[config.mk]
export PLATFORM = sky130hd
export DESIGN_NAME = ucs_status_flags
export DESIGN_NICKNAME = d
export VERILOG_FILES = /design/src/hw/ucs_pkg.sv /design/src/hw/ucs_axil_slave.sv /design/src/hw/ucs_status_flags.sv
export SDC_FILE = /design/constraint.sdc
export NUM_CORES = 1
export LEC_CHECK = 0
export BUFFER_PORTS_ARGS = -buffer_cell sky130_fd_sc_hd__buf_4
export CAP_MARGIN = 20
export CORE_MARGIN = 3
export CORE_UTILIZATION = 66
export DETAILED_ROUTE_END_ITERATION = 12
export PLACE_DENSITY = 0.92
export RECOVER_POWER = 100
export REMOVE_ABC_BUFFERS = 1
export SKIP_CTS_REPAIR_TIMING = 1
export SYNTH_ARGS = -nofsm -noshare
export SYNTH_HDL_FRONTEND = slang
export SYNTH_SLANG_ARGS = --single-unit
[constraint.sdc]
create_clock -name clk -period 9.2 [get_ports clk]
set_clock_uncertainty 0.15 [all_clocks]
set_input_delay 0.92 -clock clk [delete_from_list [all_inputs] [get_ports clk]]
set_output_delay 0.92 -clock clk [all_outputs]
set_load 0.03 [all_outputs]
[src/hw/ucs_pkg.sv]
// ucs_pkg: constants and carrier types for the channel status flags
// assumes one clock domain and register access over AXI4-Lite
package ucs_pkg;
   // ---------------------------------------------------------------
   // bus and register map
   // ---------------------------------------------------------------
   localparam int unsigned AXI_AW = 8;
   localparam int unsigned AXI_DW = 32;
   // register indices; byte address is four times the index
   localparam logic [3:0] IDX_MODE   = 4'h0;
   localparam logic [3:0] IDX_STATUS = 4'h1;
   localparam logic [3:0] IDX_CMD    = 4'h2;
   localparam logic [3:0] IDX_DATA   = 4'h3;
   localparam logic [3:0] IDX_IMR    = 4'h4;
   localparam logic [3:0] IDX_ISR    = 4'h5;
   localparam logic [3:0] IDX_LAST   = IDX_ISR;
   localparam logic [1:0] RESP_OKAY   = 2'h0;
   localparam logic [1:0] RESP_SLVERR = 2'h2;

   // ---------------------------------------------------------------
   // field positions and codes
   // ---------------------------------------------------------------
   localparam int unsigned CMD_LSB     = 4;
   localparam int unsigned TXC_LSB     = 2;
   localparam int unsigned MODE_COMPAT = 3;
   localparam logic [3:0] CMD_RX_RESET  = 4'h2;
   localparam logic [3:0] CMD_TX_RESET  = 4'h3;
   localparam logic [3:0] CMD_ERR_RESET = 4'h4;
   localparam logic [1:0] TXC_ENABLE  = 2'h1;
   localparam logic [1:0] TXC_DISABLE = 2'h2;
   localparam int unsigned ST_BRK   = 7;
   localparam int unsigned ST_FE    = 6;
   localparam int unsigned ST_PE    = 5;
   localparam int unsigned ST_OVR   = 4;
   localparam int unsigned ST_EMT   = 3;
   localparam int unsigned ST_RDY   = 2;
   localparam int unsigned ST_FULL  = 1;
   localparam int unsigned ST_RXRDY = 0;
   localparam int unsigned EV_W   = 3;
   localparam int unsigned EV_OVR = 0;
   localparam int unsigned EV_EMT = 1;
   localparam int unsigned EV_RDY = 2;
   localparam logic [4:0] LVL_NORM   = 5'h10;
   localparam logic [4:0] LVL_COMPAT = 5'h08;

   // ---------------------------------------------------------------
   // carriers and state
   // ---------------------------------------------------------------
   typedef struct packed {
      logic       brk;
      logic       fe;
      logic       pe;
      logic [7:0] data;
   } ucs_char_s;

   typedef struct packed {
      logic       wr;
      logic [3:0] widx;
      logic [7:0] wdata;
      logic       rd;
      logic [3:0] ridx;
   } ucs_req_s;

   typedef struct packed {
      logic       aw_v;
      logic       aw_ok;
      logic [3:0] awidx;
      logic       w_v;
      logic       wstb;
      logic [7:0] wdata;
      logic       bvalid;
      logic [1:0] bresp;
      logic       rvalid;
      logic [1:0] rresp;
      logic [7:0] rdata;
   } ucs_axi_s;

   typedef struct packed {
      logic [15:0][10:0] rxf;
      logic [3:0]        rx_rp;
      logic [3:0]        rx_wp;
      logic [4:0]        rx_cnt;
      logic              hold_v;
      ucs_char_s         hold;
      logic              ovr;
      logic [15:0][7:0]  txf;
      logic [3:0]        tx_rp;
      logic [3:0]        tx_wp;
      logic [4:0]        tx_cnt;
      logic              tx_on;
      logic              tx_pend;
      logic              tx_emt;
      logic              tx_rdy;
      logic              compat;
      logic [EV_W-1:0]   imr;
      logic [EV_W-1:0]   interrupt_status;
   } ucs_state_s;

   localparam ucs_axi_s   AXI_RST   = '0;
   localparam ucs_state_s STATE_RST = '0;

   function automatic logic ucs_addr_ok(input logic [AXI_AW-1:0] a);
      return (a[1:0] == 2'h0) && (a[AXI_AW-1:2] <= {2'h0, IDX_LAST});
   endfunction
endpackage

[src/hw/ucs_axil_slave.sv]
// ucs_axil_slave: AXI4-Lite slave turning bus beats into register strobes
// assumes the register file answers rd_data combinationally from req.ridx
`timescale 1ns/1ns
module ucs_axil_slave (
   input  logic                         clk,
   input  logic                         resetn,
   input  logic [ucs_pkg::AXI_AW-1:0]   s_axi_awaddr,
   input  logic                         s_axi_awvalid,
   output logic                         s_axi_awready,
   input  logic [ucs_pkg::AXI_DW-1:0]   s_axi_wdata,
   input  logic [3:0]                   s_axi_wstrb,
   input  logic                         s_axi_wvalid,
   output logic                         s_axi_wready,
   output logic [1:0]                   s_axi_bresp,
   output logic                         s_axi_bvalid,
   input  logic                         s_axi_bready,
   input  logic [ucs_pkg::AXI_AW-1:0]   s_axi_araddr,
   input  logic                         s_axi_arvalid,
   output logic                         s_axi_arready,
   output logic [ucs_pkg::AXI_DW-1:0]   s_axi_rdata,
   output logic [1:0]                   s_axi_rresp,
   output logic                         s_axi_rvalid,
   input  logic                         s_axi_rready,
   output ucs_pkg::ucs_req_s            req,
   input  logic [7:0]                   rd_data
);
   import ucs_pkg::*;

   ucs_axi_s ax_q;
   ucs_axi_s ax_d;
   logic     wr_fire;
   logic     rd_take;
   logic     ar_ok;

   assign wr_fire = ax_q.aw_v && ax_q.w_v && !ax_q.bvalid;
   assign rd_take = s_axi_arvalid && !ax_q.rvalid;
   assign ar_ok   = ucs_addr_ok(s_axi_araddr);

   assign s_axi_awready = !ax_q.aw_v;
   assign s_axi_wready  = !ax_q.w_v;
   assign s_axi_arready = !ax_q.rvalid;
   assign s_axi_bvalid  = ax_q.bvalid;
   assign s_axi_bresp   = ax_q.bresp;
   assign s_axi_rvalid  = ax_q.rvalid;
   assign s_axi_rresp   = ax_q.rresp;
   assign s_axi_rdata   = {{(AXI_DW-8){1'b0}}, ax_q.rdata};

   // only the low byte lane carries register bits
   assign req.wr    = wr_fire && ax_q.aw_ok && ax_q.wstb;
   assign req.widx  = ax_q.awidx;
   assign req.wdata = ax_q.wdata;
   assign req.rd    = rd_take && ar_ok;
   assign req.ridx  = s_axi_araddr[5:2];

   always_comb begin
      ax_d = ax_q;
      if (s_axi_awvalid && !ax_q.aw_v) begin
         ax_d.aw_v  = 1'b1;
         ax_d.aw_ok = ucs_addr_ok(s_axi_awaddr);
         ax_d.awidx = s_axi_awaddr[5:2];
      end
      if (s_axi_wvalid && !ax_q.w_v) begin
         ax_d.w_v   = 1'b1;
         ax_d.wstb  = s_axi_wstrb[0];
         ax_d.wdata = s_axi_wdata[7:0];
      end
      if (ax_q.bvalid && s_axi_bready) begin
         ax_d.bvalid = 1'b0;
      end
      if (wr_fire) begin
         ax_d.aw_v   = 1'b0;
         ax_d.w_v    = 1'b0;
         ax_d.bvalid = 1'b1;
         ax_d.bresp  = ax_q.aw_ok ? RESP_OKAY : RESP_SLVERR;
      end
      if (ax_q.rvalid && s_axi_rready) begin
         ax_d.rvalid = 1'b0;
      end
      if (rd_take) begin
         ax_d.rvalid = 1'b1;
         ax_d.rresp  = ar_ok ? RESP_OKAY : RESP_SLVERR;
         ax_d.rdata  = ar_ok ? rd_data : 8'h00;
      end
   end

   always_ff @(posedge clk or negedge resetn) begin
      if (!resetn) begin
         ax_q <= AXI_RST;
      end else begin
         ax_q <= ax_d;
      end
   end
endmodule // ucs_axil_slave

[src/hw/ucs_status_flags.sv]
// ucs_status_flags: overrun, transmitter empty and ready flags of one
// channel, with receive and transmit character queues
// assumes a serial front end that delivers received characters as
// one-cycle pulses and a serializer that takes characters by handshake
//
// Overview of operation
// - overrun sets when a char arrives, queue full, holding register occupied
// - on overrun the held character and its status bits are thrown away
// - overrun stays set until error reset; queue reads leave it alone
// - empty flag set on underrun, with ready flag also set
// - enabling a disabled or reset transmitter sets empty and ready
// - empty set after last stop bit when no character waits
// - empty cleared by load, executed pending disable, reset, underrun disable
// - ready means room in transmit queue; cleared when a load fills it
// - ready set when a character moves into the shift register, unless a disable is pending
// - ready cleared on disable, set on first enable
// - receive queue full at eight entries in compat mode, else sixteen
// - command code 0x4 and receiver reset clear the overrun flag
`timescale 1ns/1ns
module ucs_status_flags (
   input  logic                         clk,
   input  logic                         resetn,
   input  logic [ucs_pkg::AXI_AW-1:0]   s_axi_awaddr,
   input  logic                         s_axi_awvalid,
   output logic                         s_axi_awready,
   input  logic [ucs_pkg::AXI_DW-1:0]   s_axi_wdata,
   input  logic [3:0]                   s_axi_wstrb,
   input  logic                         s_axi_wvalid,
   output logic                         s_axi_wready,
   output logic [1:0]                   s_axi_bresp,
   output logic                         s_axi_bvalid,
   input  logic                         s_axi_bready,
   input  logic [ucs_pkg::AXI_AW-1:0]   s_axi_araddr,
   input  logic                         s_axi_arvalid,
   output logic                         s_axi_arready,
   output logic [ucs_pkg::AXI_DW-1:0]   s_axi_rdata,
   output logic [1:0]                   s_axi_rresp,
   output logic                         s_axi_rvalid,
   input  logic                         s_axi_rready,
   input  ucs_pkg::ucs_char_s           rx_char,
   input  logic                         rx_char_valid,
   output logic [7:0]                   tx_char,
   output logic                         tx_char_valid,
   input  logic                         tx_char_ready,
   input  logic                         tx_stop_sent,
   output logic                         irq
);
   import ucs_pkg::*;

   // ---------------------------------------------------------------
   // register strobes
   // ---------------------------------------------------------------
   ucs_req_s   req;
   logic [7:0] rd_data;

   ucs_axil_slave u_bus (
      .clk           (clk),
      .resetn        (resetn),
      .s_axi_awaddr  (s_axi_awaddr),
      .s_axi_awvalid (s_axi_awvalid),
      .s_axi_awready (s_axi_awready),
      .s_axi_wdata   (s_axi_wdata),
      .s_axi_wstrb   (s_axi_wstrb),
      .s_axi_wvalid  (s_axi_wvalid),
      .s_axi_wready  (s_axi_wready),
      .s_axi_bresp   (s_axi_bresp),
      .s_axi_bvalid  (s_axi_bvalid),
      .s_axi_bready  (s_axi_bready),
      .s_axi_araddr  (s_axi_araddr),
      .s_axi_arvalid (s_axi_arvalid),
      .s_axi_arready (s_axi_arready),
      .s_axi_rdata   (s_axi_rdata),
      .s_axi_rresp   (s_axi_rresp),
      .s_axi_rvalid  (s_axi_rvalid),
      .s_axi_rready  (s_axi_rready),
      .req           (req),
      .rd_data       (rd_data)
   );

   ucs_state_s    st_q;
   ucs_state_s    st_d;
   ucs_char_s     top;
   logic [4:0]    lvl;
   logic          cmd_wr;
   logic [3:0]    cmd_code;
   logic [1:0]    txc;
   logic          err_clr;
   logic          rx_rst;
   logic          tx_rst;
   logic          tx_en_cmd;
   logic          tx_dis_cmd;
   logic          pop;
   logic          load;
   logic          xfer;
   logic          rx_rdy;
   logic [7:0]    status;

   assign lvl        = st_q.compat ? LVL_COMPAT : LVL_NORM;
   assign cmd_wr     = req.wr && (req.widx == IDX_CMD);
   assign cmd_code   = req.wdata[CMD_LSB +: 4];
   assign txc        = req.wdata[TXC_LSB +: 2];
   assign rx_rst     = cmd_wr && (cmd_code == CMD_RX_RESET);
   assign err_clr    = cmd_wr && ((cmd_code == CMD_ERR_RESET)
                                  || rx_rst);
   assign tx_rst     = cmd_wr && (cmd_code == CMD_TX_RESET);
   assign tx_en_cmd  = cmd_wr && !tx_rst && (txc == TXC_ENABLE);
   assign tx_dis_cmd = cmd_wr && !tx_rst && (txc == TXC_DISABLE);
   assign pop        = req.rd && (req.ridx == IDX_DATA)
                       && (st_q.rx_cnt != 5'h00);
   // writes while not ready are lost, as the host was told
   assign load       = req.wr && (req.widx == IDX_DATA)
                       && st_q.tx_rdy && !tx_rst;
   assign xfer       = tx_char_valid && tx_char_ready;
   assign rx_rdy     = st_q.rx_cnt != 5'h00;
   assign top        = st_q.rxf[st_q.rx_rp];

   assign tx_char       = st_q.txf[st_q.tx_rp];
   assign tx_char_valid = st_q.tx_on && (st_q.tx_cnt != 5'h00);
   assign irq           = |(st_q.interrupt_status & st_q.imr);

   // ---------------------------------------------------------------
   // next state
   // ---------------------------------------------------------------
   always_comb begin
      logic [EV_W-1:0] ev;
      logic [EV_W-1:0] isr_clr;
      ev      = '0;
      isr_clr = '0;
      st_d    = st_q;
      // receive side: resets first so that same-cycle events survive
      if (rx_rst) begin
         st_d.rx_rp  = 4'h0;
         st_d.rx_wp  = 4'h0;
         st_d.rx_cnt = 5'h00;
         st_d.hold_v = 1'b0;
      end
      if (err_clr) begin
         st_d.ovr = 1'b0;
      end
      if (pop && !rx_rst) begin
         st_d.rx_rp  = st_d.rx_rp + 4'h1;
         st_d.rx_cnt = st_d.rx_cnt - 5'h01;
      end
      if (st_d.hold_v && (st_d.rx_cnt < lvl)) begin
         st_d.rxf[st_d.rx_wp] = st_d.hold;
         st_d.rx_wp  = st_d.rx_wp + 4'h1;
         st_d.rx_cnt = st_d.rx_cnt + 5'h01;
         st_d.hold_v = 1'b0;
      end
      if (rx_char_valid) begin
         if (!st_d.hold_v && (st_d.rx_cnt < lvl)) begin
            st_d.rxf[st_d.rx_wp] = rx_char;
            st_d.rx_wp  = st_d.rx_wp + 4'h1;
            st_d.rx_cnt = st_d.rx_cnt + 5'h01;
         end else begin
            if (st_d.hold_v) begin
               st_d.ovr   = 1'b1;
               ev[EV_OVR] = 1'b1;
            end
            // new character overwrites the held one with its status
            st_d.hold   = rx_char;
            st_d.hold_v = 1'b1;
         end
      end
      // transmit side
      if (tx_rst) begin
         st_d.tx_rp   = 4'h0;
         st_d.tx_wp   = 4'h0;
         st_d.tx_cnt  = 5'h00;
         st_d.tx_on   = 1'b0;
         st_d.tx_pend = 1'b0;
         st_d.tx_emt  = 1'b0;
      end
      if (tx_dis_cmd && st_d.tx_on) begin
         if (st_d.tx_emt) begin
            st_d.tx_on  = 1'b0;
            st_d.tx_emt = 1'b0;
         end else begin
            // queued characters still go out before shutting down
            st_d.tx_pend = 1'b1;
         end
      end
      if (tx_en_cmd) begin
         if (!st_d.tx_on) begin
            st_d.tx_on  = 1'b1;
            st_d.tx_emt = 1'b1;
         end
         st_d.tx_pend = 1'b0;
      end
      if (load) begin
         st_d.txf[st_d.tx_wp] = req.wdata;
         st_d.tx_wp  = st_d.tx_wp + 4'h1;
         st_d.tx_cnt = st_d.tx_cnt + 5'h01;
         st_d.tx_emt = 1'b0;
      end
      if (xfer && !tx_rst) begin
         st_d.tx_rp  = st_d.tx_rp + 4'h1;
         st_d.tx_cnt = st_d.tx_cnt - 5'h01;
      end
      if (tx_stop_sent && !xfer && st_d.tx_on
          && (st_d.tx_cnt == 5'h00)) begin
         if (st_d.tx_pend) begin
            st_d.tx_on   = 1'b0;
            st_d.tx_pend = 1'b0;
            st_d.tx_emt  = 1'b0;
         end else begin
            st_d.tx_emt = 1'b1;
         end
      end
      st_d.tx_rdy = st_d.tx_on && !st_d.tx_pend
                    && (st_d.tx_cnt < lvl);
      ev[EV_EMT] = st_d.tx_emt && !st_q.tx_emt;
      ev[EV_RDY] = st_d.tx_rdy && !st_q.tx_rdy;
      // control registers; a set in the clearing cycle wins
      if (req.wr && (req.widx == IDX_MODE)) begin
         st_d.compat = req.wdata[MODE_COMPAT];
      end
      if (req.wr && (req.widx == IDX_IMR)) begin
         st_d.imr = req.wdata[EV_W-1:0];
      end
      if (req.wr && (req.widx == IDX_ISR)) begin
         isr_clr = req.wdata[EV_W-1:0];
      end
      st_d.interrupt_status = (st_q.interrupt_status & ~isr_clr) | ev;
   end

   always_ff @(posedge clk or negedge resetn) begin
      if (!resetn) begin
         st_q <= STATE_RST;
      end else begin
         st_q <= st_d;
      end
   end

   // ---------------------------------------------------------------
   // read mux; only a data read pops, status reads are pure
   // ---------------------------------------------------------------
   always_comb begin
      status           = 8'h00;
      status[ST_BRK]   = rx_rdy && top.brk;
      status[ST_FE]    = rx_rdy && top.fe;
      status[ST_PE]    = rx_rdy && top.pe;
      status[ST_OVR]   = st_q.ovr;
      status[ST_EMT]   = st_q.tx_emt;
      status[ST_RDY]   = st_q.tx_rdy;
      status[ST_FULL]  = st_q.rx_cnt == lvl;
      status[ST_RXRDY] = rx_rdy;
      case (req.ridx)
         IDX_MODE: begin
            rd_data              = 8'h00;
            rd_data[MODE_COMPAT] = st_q.compat;
         end
         IDX_STATUS: rd_data = status;
         IDX_DATA:   rd_data = rx_rdy ? top.data : 8'h00;
         IDX_IMR:    rd_data = {5'h00, st_q.imr};
         IDX_ISR:    rd_data = {5'h00, st_q.interrupt_status};
         default:    rd_data = 8'h00;
      endcase
   end
endmodule // ucs_status_flags

==> impl_metrics.yaml, run 1 <==
synth:
  ys_warn_count: 0
  synth_flop_cell: "dfrtp_1"
  yosysUniqueCellTypes: 73
  yosysSeqAreaShare_pct: 45.9
  async_reset_ff_share_pct: 100
  netlist_area_um2: 20800
  synth_top_area_share_pct: 45.9
  synth_area_leaders: "dfrtp_1 (46%), mux2_2 (25%), mux4_2 (10%)"
  syn_area_per_cell_um2: 13.1
  synth_top_area_cell: "dfrtp_1"
  synth_edf_count: 0
  syn_inst: 1585
  ys_seq_elements: 382
cells_and_area:
  ff_latch_area_um2: 9560
  final_area_um2: 22400
  drive_gt1_share_pct: 42.1
  multi_input_area_um2: 10400
  fin_nets: 1691
  final_util_pct: 72.6
  fill_cells: 1826
  syn_to_final_growth_pct: 7.53
  finalNonFillerCells: 2026
power:
  leakagePower_nw: 9.96
  internal_power_mw: 4.18
  p_clk_share_pct: 24.9
  ir_drop_mv: 0.216
  netSwitchingPower_mw: 2.20
  power_density_nw_per_um2: 285
  power_frac_seq_pct: 43.0
  power_frac_comb_pct: 32.1
  netSwitchingFraction_pct: 34.5
critical_path:
  reg2reg_depth: 22
  crit_path_max_fanout: 15
  r2r_slack_ns: 1.24
  arrival_ns: 8.22
  timing.rr.start: "u_bus.s_axi_bvalid"
  r2r_end: "st_q[242]"
  path_class: "flop to flop"
  critical_path.startpoint_type: "flop"
  worstPathRequired_ns: 9.45
  cp-end-kind: "flop"
placement:
  dp_hpwl_um: 31600
  dp_slack_ns: 2.24
  place_inst: 1954
  placed_area_um2: 21300
  portBuffers: 70
  gp_congestion: 0.892
global_route:
  met1_usage_pct: 43.1
  met2_usage_pct: 53.0
  grt_pass1_wl_um: 85300
  antenna_found_initial: 1
  grt_pass1_vias: 14761
  busiest_layer: "met2"
  gr-total-overflow: 0
  grt_usage_pct: 32.7
  grt_use_met3_pct: 6.85
  grt_max_degree: 170
floorplanning:
  ios: 124
  fp.dieH_um: 184
  die_x_um: 184
  core_area_um2: 30800
  start_util_pct: 67.5
  rows: 64
  fp.dieArea_um2: 33700
timing:
  setup_slack_ns: 1.24
  slew_headroom_pct: -178
  setup_viol: 0
  rsz0062_at_grt: "no"
  final-max-slew-violation-count: 307
  min_period_ns: 7.96
  timing.fmax_ghz: 0.126
  worst_slew_pin_slew_ns: 4.18
  hold_violations: 0
  post-route-period-util_pct: 86.5
  final.setup.tns_ns: 0
job:
  maxCapViolations: 4
routing:
  vias_per_cell: 6.95
  wl_per_cell_um: 26.9
  ant_nets: 0
  drt_wl_total_um: 54400
  vias: 14081
  dr.pass1.iters: 6
  drcViolationCount: 0
  drtIter0Drc: 1552
clocking:
  cts.clk_slew.worst_paths_ns: 0.06
  cts_buffer_depth: 3
  cts_tree: "done"
  clockRootBuffer: "clkbuf_16"
  clock_latency_ns: 0.56
  cts.sinks: 382
  cts-htree-levels: 2
  cts_buffers: 40
worst_hold_path:
  hold_path.class: "flop to flop"
  hold_depth: 2
  min-delay-start: "st_q[82]"
  min_to: "st_q[82]"
outcome:
  outcome: "complete, but fails checks"
  violations: "capacitance limit, slew limit"
[Yosys cell counts, drive strengths merged, types with 2 or more instances]
master and count:
o22ai 5, o31a 2, a22o 11, buf 81, nand3 24, or2 3, a21oi 10, a211o 2
nor3b 5, nand4 17, nor3 15, xor2 12, ha 18, and2 10, a21o 3, and3b 2
a22oi 3, nor4 6, nand2b 9, clkbuf 64, a221oi 2, nor4b 2, or3 2, nand3b 3
o32ai 2, inv 28, xnor2 18, mux2 477, o41ai 2, a211oi 5, nor2 47, or4 2
mux2i 11, nand2 112, o21ai 58, and3 6, nor2b 11, mux4 95, a31oi 2, dfrtp 382
[final cells by class]
type                            instances  area share [%]
Sequential cell                       382            42.7
Multi-Input combinational cell       1055            46.4
Clock buffer                           59            5.19
Antenna cell                            1          0.0112
Tap cell                              396            2.21
Inverter                               28           0.470
Clock inverter                         12           0.514
Timing Repair Buffer                   93            2.47
[layout by cell type, fill, tap and decap left out, types with 4 or more instances in the layout]
cell type / netlist / final
a21oi_1: 9 / 9
a22o_1: 11 / 11
and2_0: 1 / 8
and3_1: 6 / 6
buf_4: 48 / 48
clkbuf_1: 64 / 50
clkbuf_16: 0 / 40
clkbuf_8: 0 / 9
clkinv_2: 0 / 8
conb_1: 1 / 26
dfrtp_1: 382 / 380
ha_1: 18 / 18
inv_1: 28 / 28
mux2_1: 5 / 16
mux2_2: 471 / 460
mux2i_1: 11 / 11
mux4_2: 95 / 95
nand2_1: 111 / 112
nand2b_1: 9 / 9
nand3_1: 22 / 24
nand4_1: 17 / 17
nor2_1: 43 / 46
nor2b_1: 11 / 11
nor3_1: 11 / 13
nor3b_1: 4 / 4
nor4_1: 5 / 6
o21ai_0: 58 / 58
o22ai_1: 5 / 5
xnor2_1: 18 / 18
xor2_1: 12 / 12
[worst max path at each step]
stage | from | endpoint | slack [ns] | depth (start not counted)
6_report | u_bus.s_axi_bvalid | st_q[242] | 1.24 | 22
5_1_grt | u_bus.s_axi_bvalid | st_q[280] | 0.87 | 22
4_1_cts | u_bus.req[10] | st_q[210] | 2.20 | 22
3_5_place_dp | u_bus.s_axi_bvalid | st_q[209] | 2.24 | 22
3_3_place_gp | u_bus.s_axi_bvalid | st_q[201] | 2.41 | 22
2_1_floorplan | u_bus.s_axi_bvalid | st_q[153] | 3.14 | 20
[routing by layer]
layer,share of wire (%),up-vias
met5,0,-
met4,4.8,0
met3,8.9,224
met2,48,933
met1,38,7134
li1,-,5790
[state kept, by name, summed over array words and instances, names as in the netlist]
name,cells
u_bus.req,12
st_q,354
u_bus.s_axi_rresp,1
u_bus.s_axi_rdata,8
u_bus.s_axi_bvalid,1
u_bus.s_axi_bresp,1
u_bus.s_axi_rvalid,1
u_bus.ax_q,4
[power by group through the flow]
stage          combinational, mW  clock [mW]  sequential (mW)
3_3_place_gp                1.90           0             2.66
3_5_place_dp                2.01           0             2.72
5_1_grt                     2.20        1.67             2.80
4_1_cts                     2.07        1.60             2.71
2_1_floorplan               1.56           0             2.55
6_report                    2.05        1.59             2.74
[worst max-delay path, stage by stage, from the launching register on]
cell and delay (ns):
dfrtp_1 0.41, nand3b_1 0.35, nor4_1 0.83, nand2_1 0.57, nand2_1 0.21, ha_1 0.22
nand3_1 0.10, xor2_1 0.16, nor2_1 0.19, ha_1 0.29, nor2b_1 0.19, a21o_1 0.29
nor2_1 0.49, nand2_1 0.18, nor3_1 0.24, xor2_1 0.27, ha_1 0.30, a21boi_0 0.18
a211oi_4 0.36, nand2_1 0.27, nor3_1 0.25, clkbuf_1 0.90, mux2_2 0.43
[metrics by stage]
stage	hold WS, ns	total power [mW]
global route	0.361	6.67
global placement	0.307	4.56
finish	0.330	6.38
CTS	0.329	6.37
floorplan	0.295	4.11
detailed placement	0.316	4.72
[cell families (layout without fill, tap and decap cells)]
family          Yosys count  in the layout  synth area share [%]
simple gates            280            280                  6.81
other cells               1             27                0.0180
compound gates          118            118                  3.83
flops                   382            382                  45.9
buf+inv                 173            192                  4.42
fa+ha+maj                18             18                  1.08
xor+xnor                 30             30                  1.26
mux                     583            583                  36.6
No activity file was read; power rests on OpenSTA's default activity.
==> run 2, diff against run 1 <==
CORE_UTILIZATION = 52   (was 66)
MAX_ROUTING_LAYER = met4   (was not set)
PLACE_DENSITY = 0.77   (was 0.92)
==> run 2 against run 1 <==
Net effect:
- the flow still finishes with violations (capacitance limit, slew limit)
- flip-flop and latch count stayed put
- count of clock-buffer cells in the layout up 2
- die area up 26%
- power is 0.13% lower
- largest cell class unchanged
==> impl_metrics.yaml, run 2 (synthesis results as in run 1) <==
timing:
  worst_slew_pin_slew_ns: 4.68
  min_period_ns: 8.03
  post-route-period-util_pct: 87.3
  timing.fmax_ghz: 0.124
  slew_headroom_pct: -212
  final-max-slew-violation-count: 237
  setup_viol: 0
  rsz0062_at_grt: "no"
  final.setup.tns_ns: 0
  hold_violations: 0
cells_and_area:
  mostFrequentLayoutCells: "mux2_2 (470), dfrtp_1 (379), nand2_1 (112), mux4_2 (95), o21ai_0 (58)"
  syn_to_final_growth_pct: 8.87
  fin_nets: 1690
  largest_register_ffs: 354
  fill_cells: 3071
  mostFrequentLayoutCell: "mux2_2"
  drive_gt1_share_pct: 43.2
  largest-register: "st_q"
  finalNonFillerCells: 2149
  final_area_um2: 22700
  final_util_pct: 58.0
critical_path:
  path_buf_inv: 1
  cp_slowest_cell: "nor4_1"
  max_stage_delay_ns: 0.94
  arrival_ns: 8.33
  crit_path_max_fanout: 15
  worstPathRequired_ns: 9.49
  cpLargestDelayFamily: "simple AND/OR/NAND/NOR gates"
  path_class: "flop to flop"
  critical_path.startpoint_type: "flop"
  cp_cell_sequence: "nand3b_1 -> nor4_1 -> nand2_1 -> nand2_1 -> ha_1 -> nand3_1 -> xor2_1 -> nor2_1 -> ha_1 -> nor2b_1 -> a21o_1 -> nor2_1 -> nand2_1 -> nor3_1 -> xor2_1 -> ha_1 -> a21boi_0 -> a211oi_4 -> nand3_1 -> nor2_1 -> clkbuf_1 -> mux2_2"
  cp-end-kind: "flop"
global_route:
  grt_max_degree: 175
  grt_usage_pct: 24.3
  grt_pass1_vias: 13525
  grt_pass1_wl_um: 77700
  antenna_found_initial: 1
  gr-total-overflow: 0
routing:
  drcViolationCount: 0
  ant_nets: 0
  drt_wl_total_um: 49400
  wl_per_cell_um: 23.0
  vias_per_cell: 6.09
  dr.pass1.iters: 5
  vias: 13077
  drtIter0Drc: 955
job:
  maxCapViolations: 4
outcome:
  violations: "capacitance limit, slew limit"
  outcome: "complete, but fails checks"
worst_hold_path:
  hold_path.class: "flop to flop"
floorplanning:
  fp.dieArea_um2: 42500
  start_util_pct: 53.2
  rows: 72
  core_area_um2: 39100
  fp.dieH_um: 206
  die_x_um: 206
  ios: 124
placement:
  place_inst: 2074
  dp_hpwl_um: 30900
  portBuffers: 70
  gp_congestion: 0.888
  placed_area_um2: 21500
clocking:
  cts_buffers: 41
  clock_latency_ns: 0.58
  cts_buffer_depth: 3
  cts.clk_slew.worst_paths_ns: 0.06
  cts_tree: "done"
  cts.sinks: 382
  cts-htree-levels: 2
  clockRootBuffer: "clkbuf_16"
power:
  p_clk_share_pct: 26.4
  netSwitchingFraction_pct: 32.7
  leakagePower_nw: 10.0
  power_frac_seq_pct: 41.7
  netSwitchingPower_mw: 2.08
  ir_drop_mv: 0.206
  internal_power_mw: 4.29
  power.total_mw: 6.37
  power_frac_comb_pct: 31.9
  power_density_nw_per_um2: 281
## run 2: final timing paths
kind                            depth (start not counted)          startpoint         to  slack [ns]
worst min-delay path                                    2            st_q[66]   st_q[66]        0.33
max in group asynchronous                               3              resetn  st_q[174]        2.12
worst min register to register                          2            st_q[66]   st_q[66]        0.33
worst max register to register                         22  u_bus.s_axi_bvalid  st_q[349]        1.17
worst max-delay path                                   22  u_bus.s_axi_bvalid  st_q[349]        1.17
min in group asynchronous                               1              resetn   st_q[24]        1.84
## run 2: layer usage
metal  global-route usage (%)  vias up  share of wire (%)
li1                         -     5788                  -
met1                     32.5     6795                 44
met2                     37.7      385                 47
met3                     3.81      109                5.4
met4                     9.33        0                3.5
met5                        -        -                  0
## run 2: area by class of cell
type / count / area (um^2) / share of cell area (%)
Multi-Input combinational cell: 1055 / 10400 / 45.9
Sequential cell: 382 / 9560 / 42.2
Clock buffer: 61 / 1190 / 5.26
Tap cell: 518 / 648 / 2.86
Timing Repair Buffer: 91 / 561 / 2.47
Clock inverter: 13 / 191 / 0.845
Inverter: 28 / 105 / 0.464
Antenna cell: 1 / 2.50 / 0.0110
## run 2: power groups by stage
stage          Sequential [mW]  Combinational (mW)  Clock [mW]
4_1_cts                   2.65                2.05        1.71
3_3_place_gp              2.64                1.96           0
2_1_floorplan             2.55                1.56           0
3_5_place_dp              2.67                2.04           0
6_report                  2.66                2.03        1.68
5_1_grt                   2.73                2.21        1.78
## run 2: through the flow
step                hold WS (ns)  setup WS, ns
global route               0.353         0.676
detailed placement         0.317          1.96
global placement           0.307          2.25
floorplan                  0.295          3.14
finish                     0.330          1.17
CTS                        0.197          1.91
## run 2: worst min-delay path: cells and delay by family (launching register included)
kind             cells  cell delay [ns]
flip-flops           1             0.34
AO/OA/AOI/OAI        1             0.06
AND/OR/NAND/NOR      1             0.04
==> run 3, diff against run 2 <==
clock period = 10 ns   (was 9.2 ns; I/O delays follow)
==> run 3 against run 2 <==
Net effect:
- the run still ends with capacitance limit, slew limit left
- global-route usage hardly changed
- count of clock-buffer cells in the layout is 6 lower
- clock power is 7% lower
- flip-flop and latch count stayed put
- largest power group unchanged
==> impl_metrics.yaml, run 3 (synthesis results as in run 1) <==
critical_path:
  max_stage_delay_ns: 0.89
  worstPathRequired_ns: 10.28
  path_class: "flop to flop"
  crit_path_max_fanout: 15
  arrival_ns: 8.58
  cp_slowest_cell: "nor4_1"
  path_buf_inv: 1
  critical_path.startpoint_type: "flop"
  cp-end-kind: "flop"
  worst-path-stages: 22
  reg2reg_depth: 22
  r2r_slack_ns: 1.70
  cp_cell_sequence: "nand3b_1 -> nor4_1 -> nand2_1 -> nand2_1 -> ha_1 -> nand3_1 -> xor2_1 -> nor2_1 -> ha_1 -> nor2b_1 -> a21o_1 -> nor2_1 -> nand2_1 -> nor3_1 -> xor2_1 -> ha_1 -> a21boi_0 -> a211oi_1 -> nand3_1 -> nor2b_1 -> clkbuf_1 -> mux2_2"
  cpLargestDelayFamily: "simple AND/OR/NAND/NOR gates"
power:
  power_frac_seq_pct: 41.7
  power_density_nw_per_um2: 260
  internal_power_mw: 3.95
  ir_drop_mv: 0.146
  netSwitchingPower_mw: 1.93
  power_frac_comb_pct: 31.6
  p_clk_share_pct: 26.7
  leakagePower_nw: 9.99
  netSwitchingFraction_pct: 32.8
timing:
  post-route-period-util_pct: 83.0
  setup_viol: 0
  rsz0062_at_grt: "no"
  worst_slew_pin_slew_ns: 6.10
  final.setup.tns_ns: 0
  final-max-slew-violation-count: 292
  holdWs_ns: 0.335
  min_period_ns: 8.30
  timing.fmax_ghz: 0.120
  slew_headroom_pct: -307
  hold_violations: 0
routing:
  drt_wl_total_um: 49500
  vias: 13164
  drtIter0Drc: 1091
  vias_per_cell: 6.14
  dr.pass1.iters: 5
  wl_per_cell_um: 23.1
  ant_nets: 0
  drcViolationCount: 0
cells_and_area:
  mostFrequentLayoutCell: "mux2_2"
  drive_gt1_share_pct: 43.2
  largest-register: "st_q"
  syn_to_final_growth_pct: 8.85
  mostFrequentLayoutCells: "mux2_2 (469), dfrtp_1 (379), nand2_1 (112), mux4_2 (95), o21ai_0 (58)"
  largest_register_ffs: 354
  final_area_um2: 22700
  fin_nets: 1692
clocking:
  clockRootBuffer: "clkbuf_16"
  cts-htree-levels: 2
  cts_tree: "done"
  cts.sinks: 382
  cts_buffers: 42
  clock_latency_ns: 0.59
  cts_buffer_depth: 3
  cts.clk_slew.worst_paths_ns: 0.06
placement:
  placed_area_um2: 21500
  portBuffers: 70
  dp_hpwl_um: 31200
  gp_congestion: 0.882
job:
  maxCapViolations: 6
floorplanning:
  ios: 124
  rows: 72
  die_x_um: 206
  start_util_pct: 53.2
  core_area_um2: 39100
  fp.dieArea_um2: 42500
  fp.dieH_um: 206
global_route:
  antenna_found_initial: 1
  grt_pass1_vias: 13393
  gr-total-overflow: 0
  grt_usage_pct: 24.3
  grt_max_degree: 121
  grt_use_met3_pct: 3.86
  met1_usage_pct: 32.6
  met2_usage_pct: 38.3
  busiest_layer: "met2"
  grt_pass1_wl_um: 77500
outcome:
  violations: "capacitance limit, slew limit"
  outcome: "complete, but fails checks"
worst_hold_path:
  hold_path.class: "flop to flop"
  hold_depth: 2
## run 3: cell count changes in the layout (fill, tap and decap cells not counted), moves of 2 or more
cell / before / now
clkinv_2: 7 / 5
clkbuf_1: 47 / 43
clkbuf_2: 0 / 2
buf_4: 54 / 49
clkinvlp_4: 0 / 2
clkbuf_4: 0 / 2
## run 3: worst reg2reg max path: stages, from the launching register on
cell and delay (ns):
dfrtp_1 0.39, nand3b_1 0.32, nor4_1 0.89, nand2_1 0.58
nand2_1 0.21, ha_1 0.23, nand3_1 0.11, xor2_1 0.15
nor2_1 0.18, ha_1 0.29, nor2b_1 0.19, a21o_1 0.29
nor2_1 0.53, nand2_1 0.19, nor3_1 0.25, xor2_1 0.24
ha_1 0.30, a21boi_0 0.16, a211oi_1 0.51, nand3_1 0.28
nor2b_1 0.88, clkbuf_1 0.46, mux2_2 0.40
## run 3: final timing paths
check,start,end
min,st_q[138],st_q[138]
max,u_bus.s_axi_bvalid,st_q[181]
min reg2reg,st_q[138],st_q[138]
min in group asynchronous,resetn,st_q[32]
max reg2reg,u_bus.s_axi_bvalid,st_q[181]
max in group asynchronous,resetn,st_q[238]
## run 3: cell type report
cell class,instances,area (um^2)
diodes,1,2.50
repair buffers,92,539
multi-input cells,1055,10400
clock buffers,55,1190
fillers,3087,16400
flip-flops and latches,382,9560
inverters,28,105
clock inverters,14,219
well taps,518,648
## run 3: per-layer routing
layer	vias up	routed length, um
li1	5780	-
met5	-	0
met4	0	1580
met2	428	23500
met3	116	3050
met1	6840	21400
## run 3: stage by stage
| step | setup slack, ns | util (%) | total power [mW] | instances |
|---|---|---|---|---|
| after floorplan | 3.94 | - | 3.78 | 1465 |
| after global placement | 3.02 | 54.9 | 4.23 | 2075 |
| after detailed placement | 2.81 | 54.9 | 4.34 | 2075 |
| after CTS | 2.76 | 58.5 | 5.93 | 2144 |
| after global routing | 1.13 | 57.9 | 6.20 | 2145 |
| final | 1.70 | 57.9 | 5.88 | 2145 |
## run 3: power by group through the flow
stage	Sequential [mW]	Combinational (mW)	Clock (mW)
4_1_cts	2.44	1.89	1.60
5_1_grt	2.52	2.02	1.66
3_3_place_gp	2.42	1.80	0
6_report	2.45	1.86	1.57
2_1_floorplan	2.34	1.44	0
3_5_place_dp	2.46	1.88	0
